**config.mk**
```make
export PLATFORM = sky130hd
export DESIGN_NAME = lcp_serial_ctrl
export DESIGN_NICKNAME = d
export VERILOG_FILES = /design/src/rtl/lcp_pkg.sv /design/src/rtl/lcp_reg_bank.sv /design/src/rtl/lcp_serial_ctrl.sv
export SDC_FILE = /design/constraint.sdc
export NUM_CORES = 1
export LEC_CHECK = 0
export CAP_MARGIN = 20
export CORE_MARGIN = 2
export CORE_UTILIZATION = 50
export CTS_CLUSTER_DIAMETER = 120
export DETAILED_ROUTE_END_ITERATION = 12
export DONT_BUFFER_PORTS = 1
export REMOVE_ABC_BUFFERS = 1
export SYNTH_ARGS = -nofsm -noshare
export SYNTH_HDL_FRONTEND = slang
export SYNTH_SLANG_ARGS = --single-unit
```
**constraint.sdc**
```tcl
create_clock -name clock_i -period 4.05 [get_ports clock_i]
set_clock_uncertainty 0.15 [all_clocks]
set_input_delay 0.405 -clock clock_i [delete_from_list [all_inputs] [get_ports clock_i]]
set_output_delay 0.405 -clock clock_i [all_outputs]
set_load 0.01 [all_outputs]
```
**src/rtl/lcp_pkg.sv**
```systemverilog
// Constants and types shared by the LED pair current serial control block.
// Assumes a single 50 MHz clock and a synchronous active-low reset.
package lcp_pkg;
	// Own bus address and register indexes.
	localparam logic [6:0] OWN_ADDR = 7'h66;
	localparam logic [1:0] IDX_PAIR_ONE = 2'h0;
	localparam logic [1:0] IDX_PAIR_TWO = 2'h1;
	localparam logic [1:0] IDX_PAIR_THREE = 2'h2;
	localparam logic [1:0] IDX_CHAN_MASK = 2'h3;
	localparam logic [7:0] IDX_LAST = 8'h03;
	localparam int REG_COUNT = 4;
	// Field layout and reset values.
	localparam int CHAN_COUNT = 6;
	localparam int PAIR_COUNT = 3;
	localparam logic [7:0] CHAN_MASK_BITS = 8'h3F;
	localparam logic [7:0] CURRENT_RESET = 8'h00;
	localparam logic [7:0] CHAN_MASK_RESET = 8'h3F;
	localparam logic [7:0] UNMAPPED_READ = 8'h00;
	// Code 0x40 is 32 mA at 0.5 mA per step; larger codes saturate.
	localparam logic [7:0] CURRENT_CODE_MAX = 8'h40;
	localparam logic [3:0] BITS_PER_BYTE = 4'h8;
	// Bus timing: sampling margin at the fastest allowed bit rate.
	localparam int CLOCK_PERIOD_NS = 20;
	localparam int BUS_BIT_PERIOD_NS = 2500;
	localparam int BUS_BIT_CYCLES = BUS_BIT_PERIOD_NS / CLOCK_PERIOD_NS;
	// Bus protocol states.
	typedef enum logic [3:0] {
		ST_IDLE, ST_ADDR, ST_ACK_ADDR, ST_INDEX, ST_ACK_INDEX,
		ST_WDATA, ST_ACK_WDATA, ST_RDATA, ST_RACK, ST_IGNORE
	} lcp_state_type;
endpackage

```
**src/rtl/lcp_reg_bank.sv**
```systemverilog
// Small register store for the LED pair current block: four 8-bit words.
// Assumes writes and the shutdown clear come from logic on the same clock.
`timescale 1ns/1ps
module lcp_reg_bank
	import lcp_pkg::*;
(
	input wire logic clock_i,
	input wire logic rst_n_i,
	input wire logic clear_i,
	input wire logic wr_en_i,
	input wire logic [1:0] wr_idx_i,
	input wire logic [7:0] wr_data_i,
	input wire logic [1:0] rd_idx_i,
	output logic [7:0] rd_data_o,
	output logic [8*REG_COUNT-1:0] words_o
);
	logic [7:0] mem_reg [REG_COUNT];
	logic [7:0] mem_next [REG_COUNT];
	logic [7:0] rd_data_reg;
	logic [7:0] rd_data_next;

	// Each word reloads its reset value on clear, so shutdown forgets settings.
	generate
		for (genvar w = 0; w < REG_COUNT; w++) begin : g_word
			localparam logic [7:0] RST_VAL = (w == int'(IDX_CHAN_MASK)) ?
				CHAN_MASK_RESET : CURRENT_RESET;
			always_comb begin
				mem_next[w] = mem_reg[w];
				if (clear_i) begin
					mem_next[w] = RST_VAL;
				end else if (wr_en_i && (wr_idx_i == 2'(w))) begin
					mem_next[w] = wr_data_i;
				end
			end
			always_ff @(posedge clock_i) begin
				if (!rst_n_i) begin
					mem_reg[w] <= RST_VAL;
				end else begin
					mem_reg[w] <= mem_next[w];
				end
			end
			assign words_o[8*w +: 8] = mem_reg[w];
		end
	endgenerate

	// Read data always come out of a register, one cycle after the index.
	always_comb begin
		rd_data_next = mem_reg[rd_idx_i];
	end
	always_ff @(posedge clock_i) begin
		if (!rst_n_i) begin
			rd_data_reg <= CURRENT_RESET;
		end else begin
			rd_data_reg <= rd_data_next;
		end
	end
	assign rd_data_o = rd_data_reg;
endmodule

```
**src/rtl/lcp_serial_ctrl.sv**
```systemverilog
// Two-wire serial target for a six-channel LED current driver.
// Assumes scl_i, sda_i and enable_i are asynchronous pins, the bus wire is
// open drain with an external pull-up, and the clock is 50 MHz.
// Behaviour
// Six channels form three pairs sharing current.
// Pair current 0 to 32 mA, 0.5 mA steps.
// Each channel can be switched off alone.
// Enable low forces shutdown, all outputs off.
// Answer only to address 1100110.
// Work at bus rates up to 400 kbit/s.
// Master starts all transfers; device only acknowledges. The code also drives the read data bits.
// Write: address, index, data, each acknowledged.
// Read: index write, repeated start, one byte.
// Lines released high when bus idle.
// Three separate 8-bit pair current registers.
// Host may dim by toggling the mask.
// Foreign address: no acknowledge, ignore until start.
`timescale 1ns/1ps
module lcp_serial_ctrl
	import lcp_pkg::*;
(
	input wire logic clock_i,
	input wire logic rst_n_i,
	input wire logic enable_i,
	input wire logic scl_i,
	input wire logic sda_i,
	output logic sda_o,
	output logic sda_oe_o,
	output logic [7:0] pair_one_current_o,
	output logic [7:0] pair_two_current_o,
	output logic [7:0] pair_three_current_o,
	output logic [CHAN_COUNT-1:0] led_on_o
);
	logic [1:0] scl_sync_reg;
	logic [1:0] sda_sync_reg;
	logic [1:0] en_sync_reg;
	logic scl_prev_reg;
	logic sda_prev_reg;
	logic scl_s;
	logic sda_s;
	logic en_s;
	logic scl_rise;
	logic scl_fall;
	logic start_det;
	logic stop_det;

	// Two flip-flops per pin; at 50 MHz a 400 kbit/s bit lasts BUS_BIT_CYCLES.
	always_ff @(posedge clock_i) begin
		if (!rst_n_i) begin
			scl_sync_reg <= 2'h3;
			sda_sync_reg <= 2'h3;
			en_sync_reg <= 2'h0;
			scl_prev_reg <= 1'b1;
			sda_prev_reg <= 1'b1;
		end else begin
			scl_sync_reg <= {scl_sync_reg[0], scl_i};
			sda_sync_reg <= {sda_sync_reg[0], sda_i};
			en_sync_reg <= {en_sync_reg[0], enable_i};
			scl_prev_reg <= scl_sync_reg[1];
			sda_prev_reg <= sda_sync_reg[1];
		end
	end
	assign scl_s = scl_sync_reg[1];
	assign sda_s = sda_sync_reg[1];
	assign en_s = en_sync_reg[1];

	// Bus events; start and stop are data edges while the clock is high.
	assign scl_rise = scl_s && !scl_prev_reg;
	assign scl_fall = !scl_s && scl_prev_reg;
	assign start_det = scl_s && scl_prev_reg && sda_prev_reg && !sda_s;
	assign stop_det = scl_s && scl_prev_reg && !sda_prev_reg && sda_s;

	lcp_state_type state_reg, state_next;
	logic [7:0] shift_reg, shift_next;
	logic [7:0] tx_reg, tx_next;
	logic [3:0] bit_cnt_reg, bit_cnt_next;
	logic [7:0] index_reg, index_next;
	logic drive_low_reg, drive_low_next;
	logic wr_en;
	logic [7:0] wr_data;
	logic [7:0] rd_word;
	logic [8*REG_COUNT-1:0] words;
	logic index_mapped;

	assign index_mapped = (index_reg <= IDX_LAST);

	// Protocol sequencer: bits are taken on clock rise and driven on clock fall.
	always_comb begin
		state_next = state_reg;
		shift_next = shift_reg;
		tx_next = tx_reg;
		bit_cnt_next = bit_cnt_reg;
		index_next = index_reg;
		drive_low_next = drive_low_reg;
		wr_en = 1'b0;
		wr_data = shift_reg;
		if (!en_s) begin
			state_next = ST_IDLE;
			drive_low_next = 1'b0;
		end else if (start_det) begin
			state_next = ST_ADDR;
			bit_cnt_next = 4'h0;
			drive_low_next = 1'b0;
		end else if (stop_det) begin
			state_next = ST_IDLE;
			drive_low_next = 1'b0;
		end else begin
			unique case (state_reg)
				ST_IDLE, ST_IGNORE: begin
					drive_low_next = 1'b0;
				end
				ST_ADDR, ST_INDEX, ST_WDATA: begin
					if (scl_rise) begin
						shift_next = {shift_reg[6:0], sda_s};
						bit_cnt_next = bit_cnt_reg + 4'h1;
					end else if (scl_fall && bit_cnt_reg == BITS_PER_BYTE) begin
						bit_cnt_next = 4'h0;
						if (state_reg == ST_ADDR) begin
							if (shift_reg[7:1] == OWN_ADDR) begin
								state_next = ST_ACK_ADDR;
								drive_low_next = 1'b1;
							end else begin
								state_next = ST_IGNORE;
							end
						end else if (state_reg == ST_INDEX) begin
							index_next = shift_reg;
							state_next = ST_ACK_INDEX;
							drive_low_next = 1'b1;
						end else begin
							wr_en = index_mapped;
							if (index_reg[1:0] == IDX_CHAN_MASK) begin
								wr_data = shift_reg & CHAN_MASK_BITS;
							end
							state_next = ST_ACK_WDATA;
							drive_low_next = 1'b1;
						end
					end
				end
				ST_ACK_ADDR: begin
					if (scl_fall) begin
						if (shift_reg[0]) begin
							// Read: first data bit goes out on this same fall.
							tx_next = index_mapped ? rd_word : UNMAPPED_READ;
							drive_low_next = !tx_next[7];
							state_next = ST_RDATA;
						end else begin
							drive_low_next = 1'b0;
							state_next = ST_INDEX;
						end
					end
				end
				ST_ACK_INDEX, ST_ACK_WDATA: begin
					if (scl_fall) begin
						drive_low_next = 1'b0;
						// Extra data bytes rewrite the same index.
						state_next = ST_WDATA;
					end
				end
				ST_RDATA: begin
					if (scl_rise) begin
						bit_cnt_next = bit_cnt_reg + 4'h1;
					end else if (scl_fall) begin
						if (bit_cnt_reg == BITS_PER_BYTE) begin
							bit_cnt_next = 4'h0;
							drive_low_next = 1'b0;
							state_next = ST_RACK;
						end else begin
							tx_next = {tx_reg[6:0], 1'b1};
							drive_low_next = !tx_next[7];
						end
					end
				end
				ST_RACK: begin
					if (scl_rise) begin
						// A not-acknowledge ends the read; an acknowledge repeats it.
						state_next = sda_s ? ST_IGNORE : ST_ACK_ADDR;
					end
				end
				default: begin
					state_next = ST_IDLE;
					drive_low_next = 1'b0;
				end
			endcase
		end
	end

	always_ff @(posedge clock_i) begin
		if (!rst_n_i) begin
			state_reg <= ST_IDLE;
			shift_reg <= 8'h00;
			tx_reg <= 8'hFF;
			bit_cnt_reg <= 4'h0;
			index_reg <= 8'h00;
			drive_low_reg <= 1'b0;
		end else begin
			state_reg <= state_next;
			shift_reg <= shift_next;
			tx_reg <= tx_next;
			bit_cnt_reg <= bit_cnt_next;
			index_reg <= index_next;
			drive_low_reg <= drive_low_next;
		end
	end

	// Open drain: the wire is only ever pulled low, never driven high.
	assign sda_o = 1'b0;
	assign sda_oe_o = drive_low_reg;

	lcp_reg_bank u_bank (
		.clock_i(clock_i),
		.rst_n_i(rst_n_i),
		.clear_i(!en_s),
		.wr_en_i(wr_en),
		.wr_idx_i(index_reg[1:0]),
		.wr_data_i(wr_data),
		.rd_idx_i(index_reg[1:0]),
		.rd_data_o(rd_word),
		.words_o(words)
	);

	logic [7:0] cur_next [PAIR_COUNT];
	logic [7:0] cur_reg [PAIR_COUNT];
	logic [CHAN_COUNT-1:0] led_next, led_reg;

	// Codes above full scale saturate, so no pair is ever set past 32 mA.
	generate
		for (genvar p = 0; p < PAIR_COUNT; p++) begin : g_pair
			always_comb begin
				cur_next[p] = CURRENT_RESET;
				if (en_s) begin
					cur_next[p] = (words[8*p +: 8] > CURRENT_CODE_MAX) ?
						CURRENT_CODE_MAX : words[8*p +: 8];
				end
			end
			always_ff @(posedge clock_i) begin
				if (!rst_n_i) begin
					cur_reg[p] <= CURRENT_RESET;
				end else begin
					cur_reg[p] <= cur_next[p];
				end
			end
		end
	endgenerate

	// Channels 2p and 2p+1 both follow pair p; the mask gates each one.
	always_comb begin
		led_next = en_s ? words[8*int'(IDX_CHAN_MASK) +: CHAN_COUNT] : '0;
	end
	always_ff @(posedge clock_i) begin
		if (!rst_n_i) begin
			led_reg <= '0;
		end else begin
			led_reg <= led_next;
		end
	end
	assign pair_one_current_o = cur_reg[IDX_PAIR_ONE];
	assign pair_two_current_o = cur_reg[IDX_PAIR_TWO];
	assign pair_three_current_o = cur_reg[IDX_PAIR_THREE];
	assign led_on_o = led_reg;

	// Checks on the sequencer and outputs.
	chk_shutdown_dark: assert property (@(posedge clock_i) disable iff (!rst_n_i)
		!en_s |=> (led_on_o == '0) && (pair_one_current_o == CURRENT_RESET) && !sda_oe_o)
		else $error("outputs active during shutdown");
	chk_current_limit: assert property (@(posedge clock_i) disable iff (!rst_n_i)
		pair_one_current_o <= CURRENT_CODE_MAX && pair_two_current_o <= CURRENT_CODE_MAX
		&& pair_three_current_o <= CURRENT_CODE_MAX)
		else $error("pair current above full scale");
	chk_ack_own_addr: assert property (@(posedge clock_i) disable iff (!rst_n_i)
		(state_reg == ST_ADDR) && ($past(state_reg) == ST_ADDR) ##1 (state_reg == ST_ACK_ADDR)
		|-> shift_reg[7:1] == OWN_ADDR)
		else $error("acknowledged a foreign address");
	chk_foreign_quiet: assert property (@(posedge clock_i) disable iff (!rst_n_i)
		(state_reg == ST_IGNORE) && !start_det |=> !sda_oe_o && (state_reg != ST_ACK_ADDR))
		else $error("ignored transfer drove the bus");
	chk_idle_release: assert property (@(posedge clock_i) disable iff (!rst_n_i)
		(state_reg == ST_IDLE) [*2] |-> !sda_oe_o)
		else $error("data line held while idle");
	chk_start_resets: assert property (@(posedge clock_i) disable iff (!rst_n_i)
		start_det && en_s |=> (state_reg == ST_ADDR) && (bit_cnt_reg == 4'h0))
		else $error("start did not restart address phase");
	chk_write_lands: assert property (@(posedge clock_i) disable iff (!rst_n_i)
		wr_en && en_s && (index_reg[1:0] == IDX_PAIR_TWO) && (wr_data <= CURRENT_CODE_MAX)
		##1 en_s [*2] |-> pair_two_current_o == $past(wr_data, 2))
		else $error("pair current write not seen at output");
	chk_read_bit: assert property (@(posedge clock_i) disable iff (!rst_n_i)
		(state_reg == ST_RDATA) && $stable(state_reg) |-> sda_oe_o == !tx_reg[7])
		else $error("read bit driven wrongly");
	chk_chan_off: assert property (@(posedge clock_i) disable iff (!rst_n_i)
		en_s |=> led_on_o == $past(words[8*int'(IDX_CHAN_MASK) +: CHAN_COUNT]))
		else $error("channel mask not applied");
	chk_unmapped_read: assert property (@(posedge clock_i) disable iff (!rst_n_i)
		(state_reg == ST_ACK_ADDR) ##1 (state_reg == ST_RDATA) && !index_mapped
		|-> tx_reg == UNMAPPED_READ)
		else $error("unmapped register read not zero");
	// Covers for the main scenarios; shutdown and saturation are easy to skip by accident.
	cov_write: cover property (@(posedge clock_i) disable iff (!rst_n_i)
		state_reg == ST_ACK_WDATA);
	cov_read_nack: cover property (@(posedge clock_i) disable iff (!rst_n_i)
		(state_reg == ST_RACK) ##1 (state_reg == ST_IGNORE));
	cov_foreign: cover property (@(posedge clock_i) disable iff (!rst_n_i)
		(state_reg == ST_ADDR) ##1 (state_reg == ST_IGNORE));
	cov_shutdown: cover property (@(posedge clock_i) disable iff (!rst_n_i)
		$fell(en_s));
	cov_saturate: cover property (@(posedge clock_i) disable iff (!rst_n_i)
		words[8*int'(IDX_PAIR_ONE) +: 8] > CURRENT_CODE_MAX);
endmodule

```
Word level (Yosys, flattened, before mapping)
Memories as Yosys holds them, arrays and structs flattened. A register that Yosys moved wholly into a read port is not among the register bits.
Cells that the tools add are included.
Widths: inputs -> output; s select.
{"block": "word_totals", "latchBits": 0, "wordCells": 189, "output_inout_bits": 32, "romBits": 0, "mem_count": 2, "regBits": 46, "inputBits": 5, "ramBits": 56}
{"name": "u_bank.mem_reg", "depth": 4, "width": 8, "rd": 5, "rd_ports_with_merged_regs": 1, "write_ports": 4, "line_no": "lcp_reg_bank.sv:17", "text": "logic [7:0] mem_reg [REG_COUNT];"}
{"name": "cur_reg", "depth": 3, "width": 8, "rd": 3, "rd_ports_with_merged_regs": 0, "write_ports": 3, "line_no": "lcp_serial_ctrl.sv:222", "text": "logic [7:0] cur_reg [PAIR_COUNT];"}
{"block": "classes", "eq_ne": 38, "bitwise_logic": 15, "div_mod_pow": 0, "addsub": 1, "n_lt_le_gt_ge": 4, "n_shift": 0, "mux": 81, "reduce_logical": 35, "multipliers": 0}
{"op": "$mux 8", "n": 30}
{"op": "$mux 4", "n": 18}
{"op": "$ne 4x4->1 const B", "n": 11}
{"op": "$mux 7", "n": 5}
{"op": "$reduce_and 9->1", "n": 3}
{"op": "$gt 8x7->1 const B", "n": 3}
{"op": "$pmux 4 s6", "n": 1}
{"op": "$mux 1", "n": 22}
{"op": "$ne 2x2->1 const B", "n": 11}
{"op": "$eq 4x3->1 const B", "n": 4}
{"op": "$reduce_and 8->1", "n": 2}
{"op": "$pmux 7 s2", "n": 1}
{"op": "$eq 4x4->1 const B", "n": 3}
{"op": "$logic_and 1x1->1", "n": 12}
{"op": "$eq 4x2->1 const B", "n": 2}
{"op": "$le 8x2->1 const B", "n": 1}
{"op": "$not 1->1", "n": 8}
{"op": "$pmux 4 s2", "n": 1}
{"op": "$eq 7x7->1 const B", "n": 1}
{"op": "$logic_not 1->1", "n": 7}
{"op": "$or 1x1->1", "n": 7}
{"op": "$ne 3x3->1 const B", "n": 2}
{"op": "$reduce_and 6->1", "n": 1}
{"op": "$pmux 1 s5", "n": 1}
{"op": "15 further kinds", "n": 17}

Logic depth before layout (Yosys ltp)
Gate-level depths: netlist of run 1.
{"block": "depth", "depth_word": 13, "ltp_mapped": 9, "depth_no_buf": 7}

Hierarchy
From an unflattened synthesis of run 1, not the netlist that was laid out.
{"block": "unflattened", "cells_unflattened": 482, "hier_area_um2": 4757.1}
{"mod": "lcp_serial_ctrl", "cells_each": 315, "instances": 1, "area_each_um2": 2974.1, "seq_area_each_um2": 1401.3}
{"mod": "lcp_reg_bank", "cells_each": 167, "instances": 1, "area_each_um2": 1783.0, "seq_area_each_um2": 800.8}

Worst setup path after synthesis of run 1
Ideal clock, no wire load.
{"block": "synth_timing", "kind": "register to register", "startpoint": "reg scl_prev_reg", "endpoint": "mem u_bank.mem_reg[0][0]", "period_less_slack_ns": 2.148, "arrival_time_ns": 1.871, "required_time_ns": 3.772, "n_path_buf": 2, "setup_time_ns": 0.128, "slack_ns": 1.902, "path_stages_with_launch": 10, "cell_sequence": "dfxtp_1 > inv_1 > ha_1 > buf_2 > nor2b_4 > nand4_4 > or4b_1 > buf_2 > mux2i_1 > nor2_1"}
{"element": "start: declaration", "line_no": "lcp_serial_ctrl.sv:37", "text": "logic scl_prev_reg;"}
{"element": "start signal: assignment", "line_no": "lcp_serial_ctrl.sv:59", "text": "scl_prev_reg <= scl_sync_reg[1];"}
{"element": "end: declaration", "line_no": "lcp_reg_bank.sv:17"}

==> impl_metrics.env, run 1 <==
export IMPL_status="finished clean"
export IMPL_ant_nets=0
export IMPL_cts_sink_count=110
export IMPL_clkPwrFrac=0.360
export IMPL_criticalPathCategory="flip-flop to flip-flop"
export IMPL_hold_start="rst_n_i"
export IMPL_start_util=0.506
export IMPL_synth_top_cell_area_share=0.478
export IMPL_post_drt_wl_per_cell_um=17.9
export IMPL_yosysUniqueCellTypes=58
export IMPL_min_period_ns=2.55
export IMPL_synth_area_leader_cell="dfxtp_1"
export IMPL_hold_violations=0
export IMPL_h_tree_depth=3
export IMPL_routabilityCongestion=0.838
export IMPL_hold_class="primary input to flip-flop"
export IMPL_period_share=0.630
export IMPL_coreArea_um2=9110
export IMPL_synth_seq_cells=110
export IMPL_slew_headroom=0.444
export IMPL_synth_ff_type="dfxtp_1"
export IMPL_hold_depth=1
export IMPL_cts_buffer_depth=2
export IMPL_firstDrtPassIters=4
export IMPL_total_power_mw=1.76
export IMPL_hpwl_mm=6.61
export IMPL_async_flop_share=0
export IMPL_max_cap_viol_count=0
export IMPL_clk_pin_slew_worst_paths_ns=0.11
export IMPL_p_per_area_nw_per_um2=359
export IMPL_comb_power_share=0.020
export IMPL_rsz0062_at_grt="no"
export IMPL_syn_cell_area_um2=4610
export IMPL_cts_tree="done"
export IMPL_rr_worst_depth=5
export IMPL_avgSynthCellArea_um2=10.2
export IMPL_dp_worst_setup_slack_ns=1.57
export IMPL_die_area_um2=10000
export IMPL_end_kind="flip-flop"
export IMPL_nNetsFinal=459
export IMPL_syn_inst=452
export IMPL_yosysWarningCount=0
export IMPL_overflow=0
export IMPL_cpLargestDelayFamily="simple AND/OR/NAND/NOR gates"
export IMPL_routed_wl_mm=10.1
export IMPL_grt_max_degree=38
export IMPL_finalSetupTns_ns=0
export IMPL_grt_pass1_vias=2977
export IMPL_cts_inserted_buffers=9
export IMPL_fmax_mhz=392
export IMPL_fp_dieH_um=100
export IMPL_min_to="bit_cnt_reg[1]$_SDFFE_PN0P_"
export IMPL_setup_ws_ns=1.50
export IMPL_post_cts_resized=0
export IMPL_power_leakage_nw=1.82
export IMPL_final_max_slew_viol_count=0
export IMPL_p_seq_frac=0.620
export IMPL_mostFrequentLayoutCells="110 x dfxtp_1, 53 x mux2i_1, 42 x nand2_1, 35 x nor2_1, 31 x and2_1"
export IMPL_timing_rr_end="u_bank.mem_reg[0][7]$_SDFFE_PN0P_"
export IMPL_antenna_found_initial=0
export IMPL_grt_pass1_wl_mm=16.0
export IMPL_tightest_slew_ns=0.834
export IMPL_fillers=870
export IMPL_worstPathRequired_ns=4.13
export IMPL_p_int_mw=1.35
export IMPL_crit_arrival_ns=2.63
export IMPL_final_layout_size_suffix_gt1_frac=0.0903
export IMPL_reg2reg_slack_ns=1.50
export IMPL_synth_top_cells_by_area="dfxtp_1 48%, mux2i_1 12%, and2_1 4.2%"
export IMPL_clk_latency_ns=0.37
export IMPL_yosysSeqAreaShare=0.478
export IMPL_dr_total_vias=3103
export IMPL_grt_total_usage=0.209
export IMPL_layout_cells_most_common="dfxtp_1"
export IMPL_die_w_um=100
export IMPL_via_per_inst=5.49
export IMPL_synth_edf_count=0
export IMPL_drt_iter0_drc=188
export IMPL_path_buf_inv=0
export IMPL_numPortBuffers=0
export IMPL_cp_start_kind="flip-flop"
export IMPL_cp_cell_sequence="and2_4 -> nand4_4 -> or4b_1 -> nand3_1 -> o21ai_0"
export IMPL_area_growth_pct=6.65
export IMPL_clock_root_buffer="clkbuf_8"
export IMPL_rows=35
export IMPL_power_switching_uw=409
export IMPL_reg2reg_from="state_reg[0]$_SDFFE_PN0P_"
export IMPL_cp_slowest_cell="or4b_1"
export IMPL_diodes=0
export IMPL_remaining_drc_errors=0
export IMPL_largest_reg_flops=32
export IMPL_setup_violations_final=0
export IMPL_swShare=0.232
export IMPL_ir_worst_vdd_uv=209
export IMPL_ios=37
export IMPL_slowest_delay_ns=0.80
export IMPL_crit_fanout=18
## logic make-up (layout without fill, tap and decap cells)
kind of cell	after synthesis	after routing	share of synthesized area
other	1	4	0.000814
and+or+nand+nor	189	189	0.238
AOI/OAI and AO/OA	52	52	0.0812
xor gates and xnor gates	1	1	0.00353
muxes	61	61	0.154
adders and majority gates	5	5	0.0136
DFF	110	110	0.478
buffers and inverters	33	32	0.0312
## synthesized netlist by cell type (all sizes together) (3+ instances only)
| cell type | count |
|---|---|
| dfxtp | 110 |
| mux2i | 53 |
| nand2 | 42 |
| nor2 | 35 |
| and2 | 33 |
| nor2b | 22 |
| o21ai | 19 |
| clkbuf | 14 |
| buf | 11 |
| nand2b | 10 |
| nand3 | 10 |
| and3 | 8 |
| inv | 8 |
| mux4 | 8 |
| a21oi | 6 |
| ha | 5 |
| nor3b | 5 |
| o31a | 5 |
| nand3b | 4 |
| o21a | 4 |
| or4 | 4 |
| nor3 | 3 |
| nor4 | 3 |
## cell type report
type	count	area (um^2)	area share
multi-input combinational	312	2280	0.464
sequential	110	2200	0.448
tap	111	139	0.0283
clock buffer	10	138	0.0280
timing repair buffer	8	75.1	0.0153
clock inverter	6	51.3	0.0104
inverter	8	30.0	0.00611
## stage by stage
stage	hold slack (ns)	cell area, um^2	utilization	std cells
after floorplan	0.236	4510	-	430
after global placement	0.240	4670	0.512	543
after detailed placement	0.246	4670	0.512	543
after CTS	0.000555	4900	0.538	563
after global routing	0.000578	4920	0.540	565
final	0.0149	4920	0.540	565
## layer usage
metal | routed length, um | global-route usage
met5 | 0 | 0
met1 | 4820 | 0.278
met3 | 385 | 0.0397
met2 | 4670 | 0.337
met4 | 218 | 0.0801
## worst max-delay path by stage
stage	start	endpoint	slack (ns)	cells after the start
after CTS	state_reg[0]$_SDFFE_PN0P_	u_bank.mem_reg[0][0]$_SDFFE_PN0P_	1.53	5
after detailed placement	state_reg[0]$_SDFFE_PN0P_	u_bank.mem_reg[0][0]$_SDFFE_PN0P_	1.57	5
final	state_reg[0]$_SDFFE_PN0P_	u_bank.mem_reg[0][7]$_SDFFE_PN0P_	1.50	5
after global routing	state_reg[0]$_SDFFE_PN0P_	u_bank.mem_reg[0][0]$_SDFFE_PN0P_	1.37	5
after global placement	state_reg[0]$_SDFFE_PN0P_	u_bank.mem_reg[0][0]$_SDFFE_PN0P_	1.63	5
after floorplan	scl_sync_reg[1]$_SDFF_PN1_	shift_reg[0]$_SDFFE_PN0P_	1.33	6
## power by group through the flow
stage               Combinational (mW)  Sequential, mW  Clock (mW)
global placement                0.0269            1.12           0
finish                          0.0355            1.09       0.634
CTS                             0.0326            1.09       0.661
global route                    0.0394            1.10       0.699
floorplan                       0.0215            1.12           0
detailed placement              0.0270            1.12           0
## repair_timing
item,4_1_cts,5_1_grt
endpoints found under the hold margin,15,2
setup buffers,0,0
hold buffers,4,2
No activity file was read; power rests on OpenSTA's default activity.
==> inputs of run 2 (changes only) <==
==> constraint.sdc (replaced) <==
create_clock -name clock_i -period 2.56 [get_ports clock_i]
set_clock_uncertainty 0.15 [all_clocks]
set_input_delay 0.256 -clock clock_i [delete_from_list [all_inputs] [get_ports clock_i]]
set_output_delay 0.256 -clock clock_i [all_outputs]
set_load 0.01 [all_outputs]
==> run 2 against run 1 <==
First-iteration DRC count fell by 12%. Global-route usage rose by 0.26 points. Sequential share of layout area fell by 1.4 points. Critical endpoint is now u_bank.mem_reg[0][1]$_SDFFE_PN0P_. Largest cell class unchanged.
==> impl_metrics.env, run 2 (synthesized netlist as in run 1, its figures left out) <==
export IMPL_rows=35
export IMPL_worstPathRequired_ns=2.67
export IMPL_routabilityCongestion=0.895
export IMPL_fp_dieH_um=100
export IMPL_grt_max_degree=51
export IMPL_slew_headroom=0.499
export IMPL_status="finished clean"
export IMPL_critPathLaunch="scl_prev_reg$_SDFF_PN1_"
export IMPL_area_growth_pct=10.0
export IMPL_path_buf_inv=1
export IMPL_power_leakage_nw=1.92
export IMPL_dp_worst_setup_slack_ns=0.238
export IMPL_hold_class="primary input to flip-flop"
export IMPL_cts_sink_count=110
export IMPL_p_per_area_nw_per_um2=573
export IMPL_period_share=0.912
export IMPL_min_period_ns=2.34
export IMPL_dr_total_vias=3220
export IMPL_hold_start="rst_n_i"
export IMPL_clk_pin_slew_worst_paths_ns=0.10
export IMPL_cts_buffer_depth=2
export IMPL_setup_violations_final=0
export IMPL_setup_ws_ns=0.224
export IMPL_nNetsFinal=475
export IMPL_final_max_slew_viol_count=0
export IMPL_firstDrtPassIters=4
export IMPL_crit_fanout=10
export IMPL_cp_cell_sequence="inv_1 -> ha_1 -> nor2b_4 -> nand4_4 -> or4b_1 -> mux2i_1 -> nor2_1"
export IMPL_ios=37
export IMPL_ir_worst_vdd_uv=338
export IMPL_end_kind="flip-flop"
export IMPL_final_layout_size_suffix_gt1_frac=0.126
export IMPL_coreArea_um2=9110
export IMPL_cp_start_kind="flip-flop"
export IMPL_fmax_mhz=428
export IMPL_max_cap_viol_count=0
export IMPL_hold_violations=0
export IMPL_largest_reg_flops=32
export IMPL_hpwl_mm=6.82
export IMPL_reg2reg_slack_ns=0.22
export IMPL_grtUsageMet1=0.287
export IMPL_slowest_delay_ns=0.76
export IMPL_numPortBuffers=0
export IMPL_grt_most_used_layer="met2"
export IMPL_die_w_um=100
export IMPL_grt_pass1_vias=3083
export IMPL_rsz0062_at_grt="no"
export IMPL_tightest_slew_ns=0.732
export IMPL_ant_nets=0
export IMPL_remaining_drc_errors=0
export IMPL_postLayoutCoreUtil=0.557
export IMPL_layout_cells_most_common="dfxtp_1"
export IMPL_antenna_found_initial=0
export IMPL_cp_slowest_cell="or4b_1"
export IMPL_finalSetupTns_ns=0
export IMPL_cts_inserted_buffers=9
export IMPL_global_route_usage_met2=0.332
export IMPL_start_util=0.506
export IMPL_cts_tree="done"
export IMPL_overflow=0
export IMPL_mostFrequentLayoutCells="110 x dfxtp_1, 53 x mux2i_1, 42 x nand2_1, 35 x nor2_1, 31 x and2_1"
export IMPL_h_tree_depth=3
export IMPL_cpLargestDelayFamily="simple AND/OR/NAND/NOR gates"
export IMPL_reg2reg_from="scl_prev_reg$_SDFF_PN1_"
export IMPL_routed_wl_mm=9.80
export IMPL_die_area_um2=10000
export IMPL_post_drt_wl_per_cell_um=16.9
export IMPL_grt_pass1_wl_mm=16.1
export IMPL_via_per_inst=5.54
export IMPL_total_power_mw=2.91
export IMPL_clock_root_buffer="clkbuf_8"
export IMPL_gr_usage_met3=0.0481
export IMPL_diodes=0
export IMPL_crit_arrival_ns=2.45
export IMPL_clk_latency_ns=0.37
export IMPL_grt_total_usage=0.211
export IMPL_drt_iter0_drc=165
export IMPL_criticalPathCategory="flip-flop to flip-flop"
export IMPL_post_cts_buffers=0
-- run 2: changes by cell type in the layout (fill, tap and decap cells not counted) --
cell,delta
buf_12,+1
buf_4,+17
bufinv_16,+1
clkbuf_8,+1
clkinv_2,-1
clkinv_4,+2
dlygate4sd3_1,-2
inv_6,-2
inv_8,-1
-- run 2: area by class of cell --
type	instances	area (um^2)
clock inverters	5	65.1
well taps	111	139
inverters	8	30.0
clock buffers	11	151
multi-input cells	312	2280
fillers	825	4040
flip-flops and latches	110	2200
repair buffers	24	203
-- run 2: power by group --
part	leakage [nW]	internal (mW)	switching, mW
Sequential	0.889	1.72	0.00909
Combinational	0.922	0.0265	0.0378
Clock	0.110	0.515	0.598
Total	1.92	2.26	0.645
-- run 2: timing repair --
action	CTS	global route
hold buffers	5	0
gates resized for setup	0	0
endpoints found under the hold margin	51	0
-- run 2: through the flow --
stage / hold WS [ns] / cells / area [um^2]
global route: 0.160 / 581 / 5070
detailed placement: 0.185 / 560 / 4790
CTS: 0.137 / 581 / 5070
finish: 0.154 / 581 / 5070
global placement: 0.174 / 560 / 4790
floorplan: 0.168 / 430 / 4510
-- run 2: layer usage --
layer / vias to the layer above / share of wire / wire, um
met5: - / 0 / 0
li1: 1589 / - / -
met3: 15 / 0.038 / 376
met2: 55 / 0.47 / 4560
met1: 1561 / 0.48 / 4680
met4: 0 / 0.019 / 187
-- run 2: worst reg2reg max path, cell delays in order, from the launching register on --
cell	delay [ns]
dfxtp_1	0.37
inv_1	0.05
ha_1	0.30
nor2b_4	0.19
nand4_4	0.10
or4b_1	0.76
mux2i_1	0.26
nor2_1	0.05
-- run 2: final timing paths --
check / to / depth (start not counted)
max: u_bank.mem_reg[0][1]$_SDFFE_PN0P_ / 7
min: u_bank.mem_reg[3][5]$_SDFFE_PN1P_ / 3
max reg2reg: u_bank.mem_reg[0][1]$_SDFFE_PN0P_ / 7
min reg2reg: scl_sync_reg[1]$_SDFF_PN1_ / 1
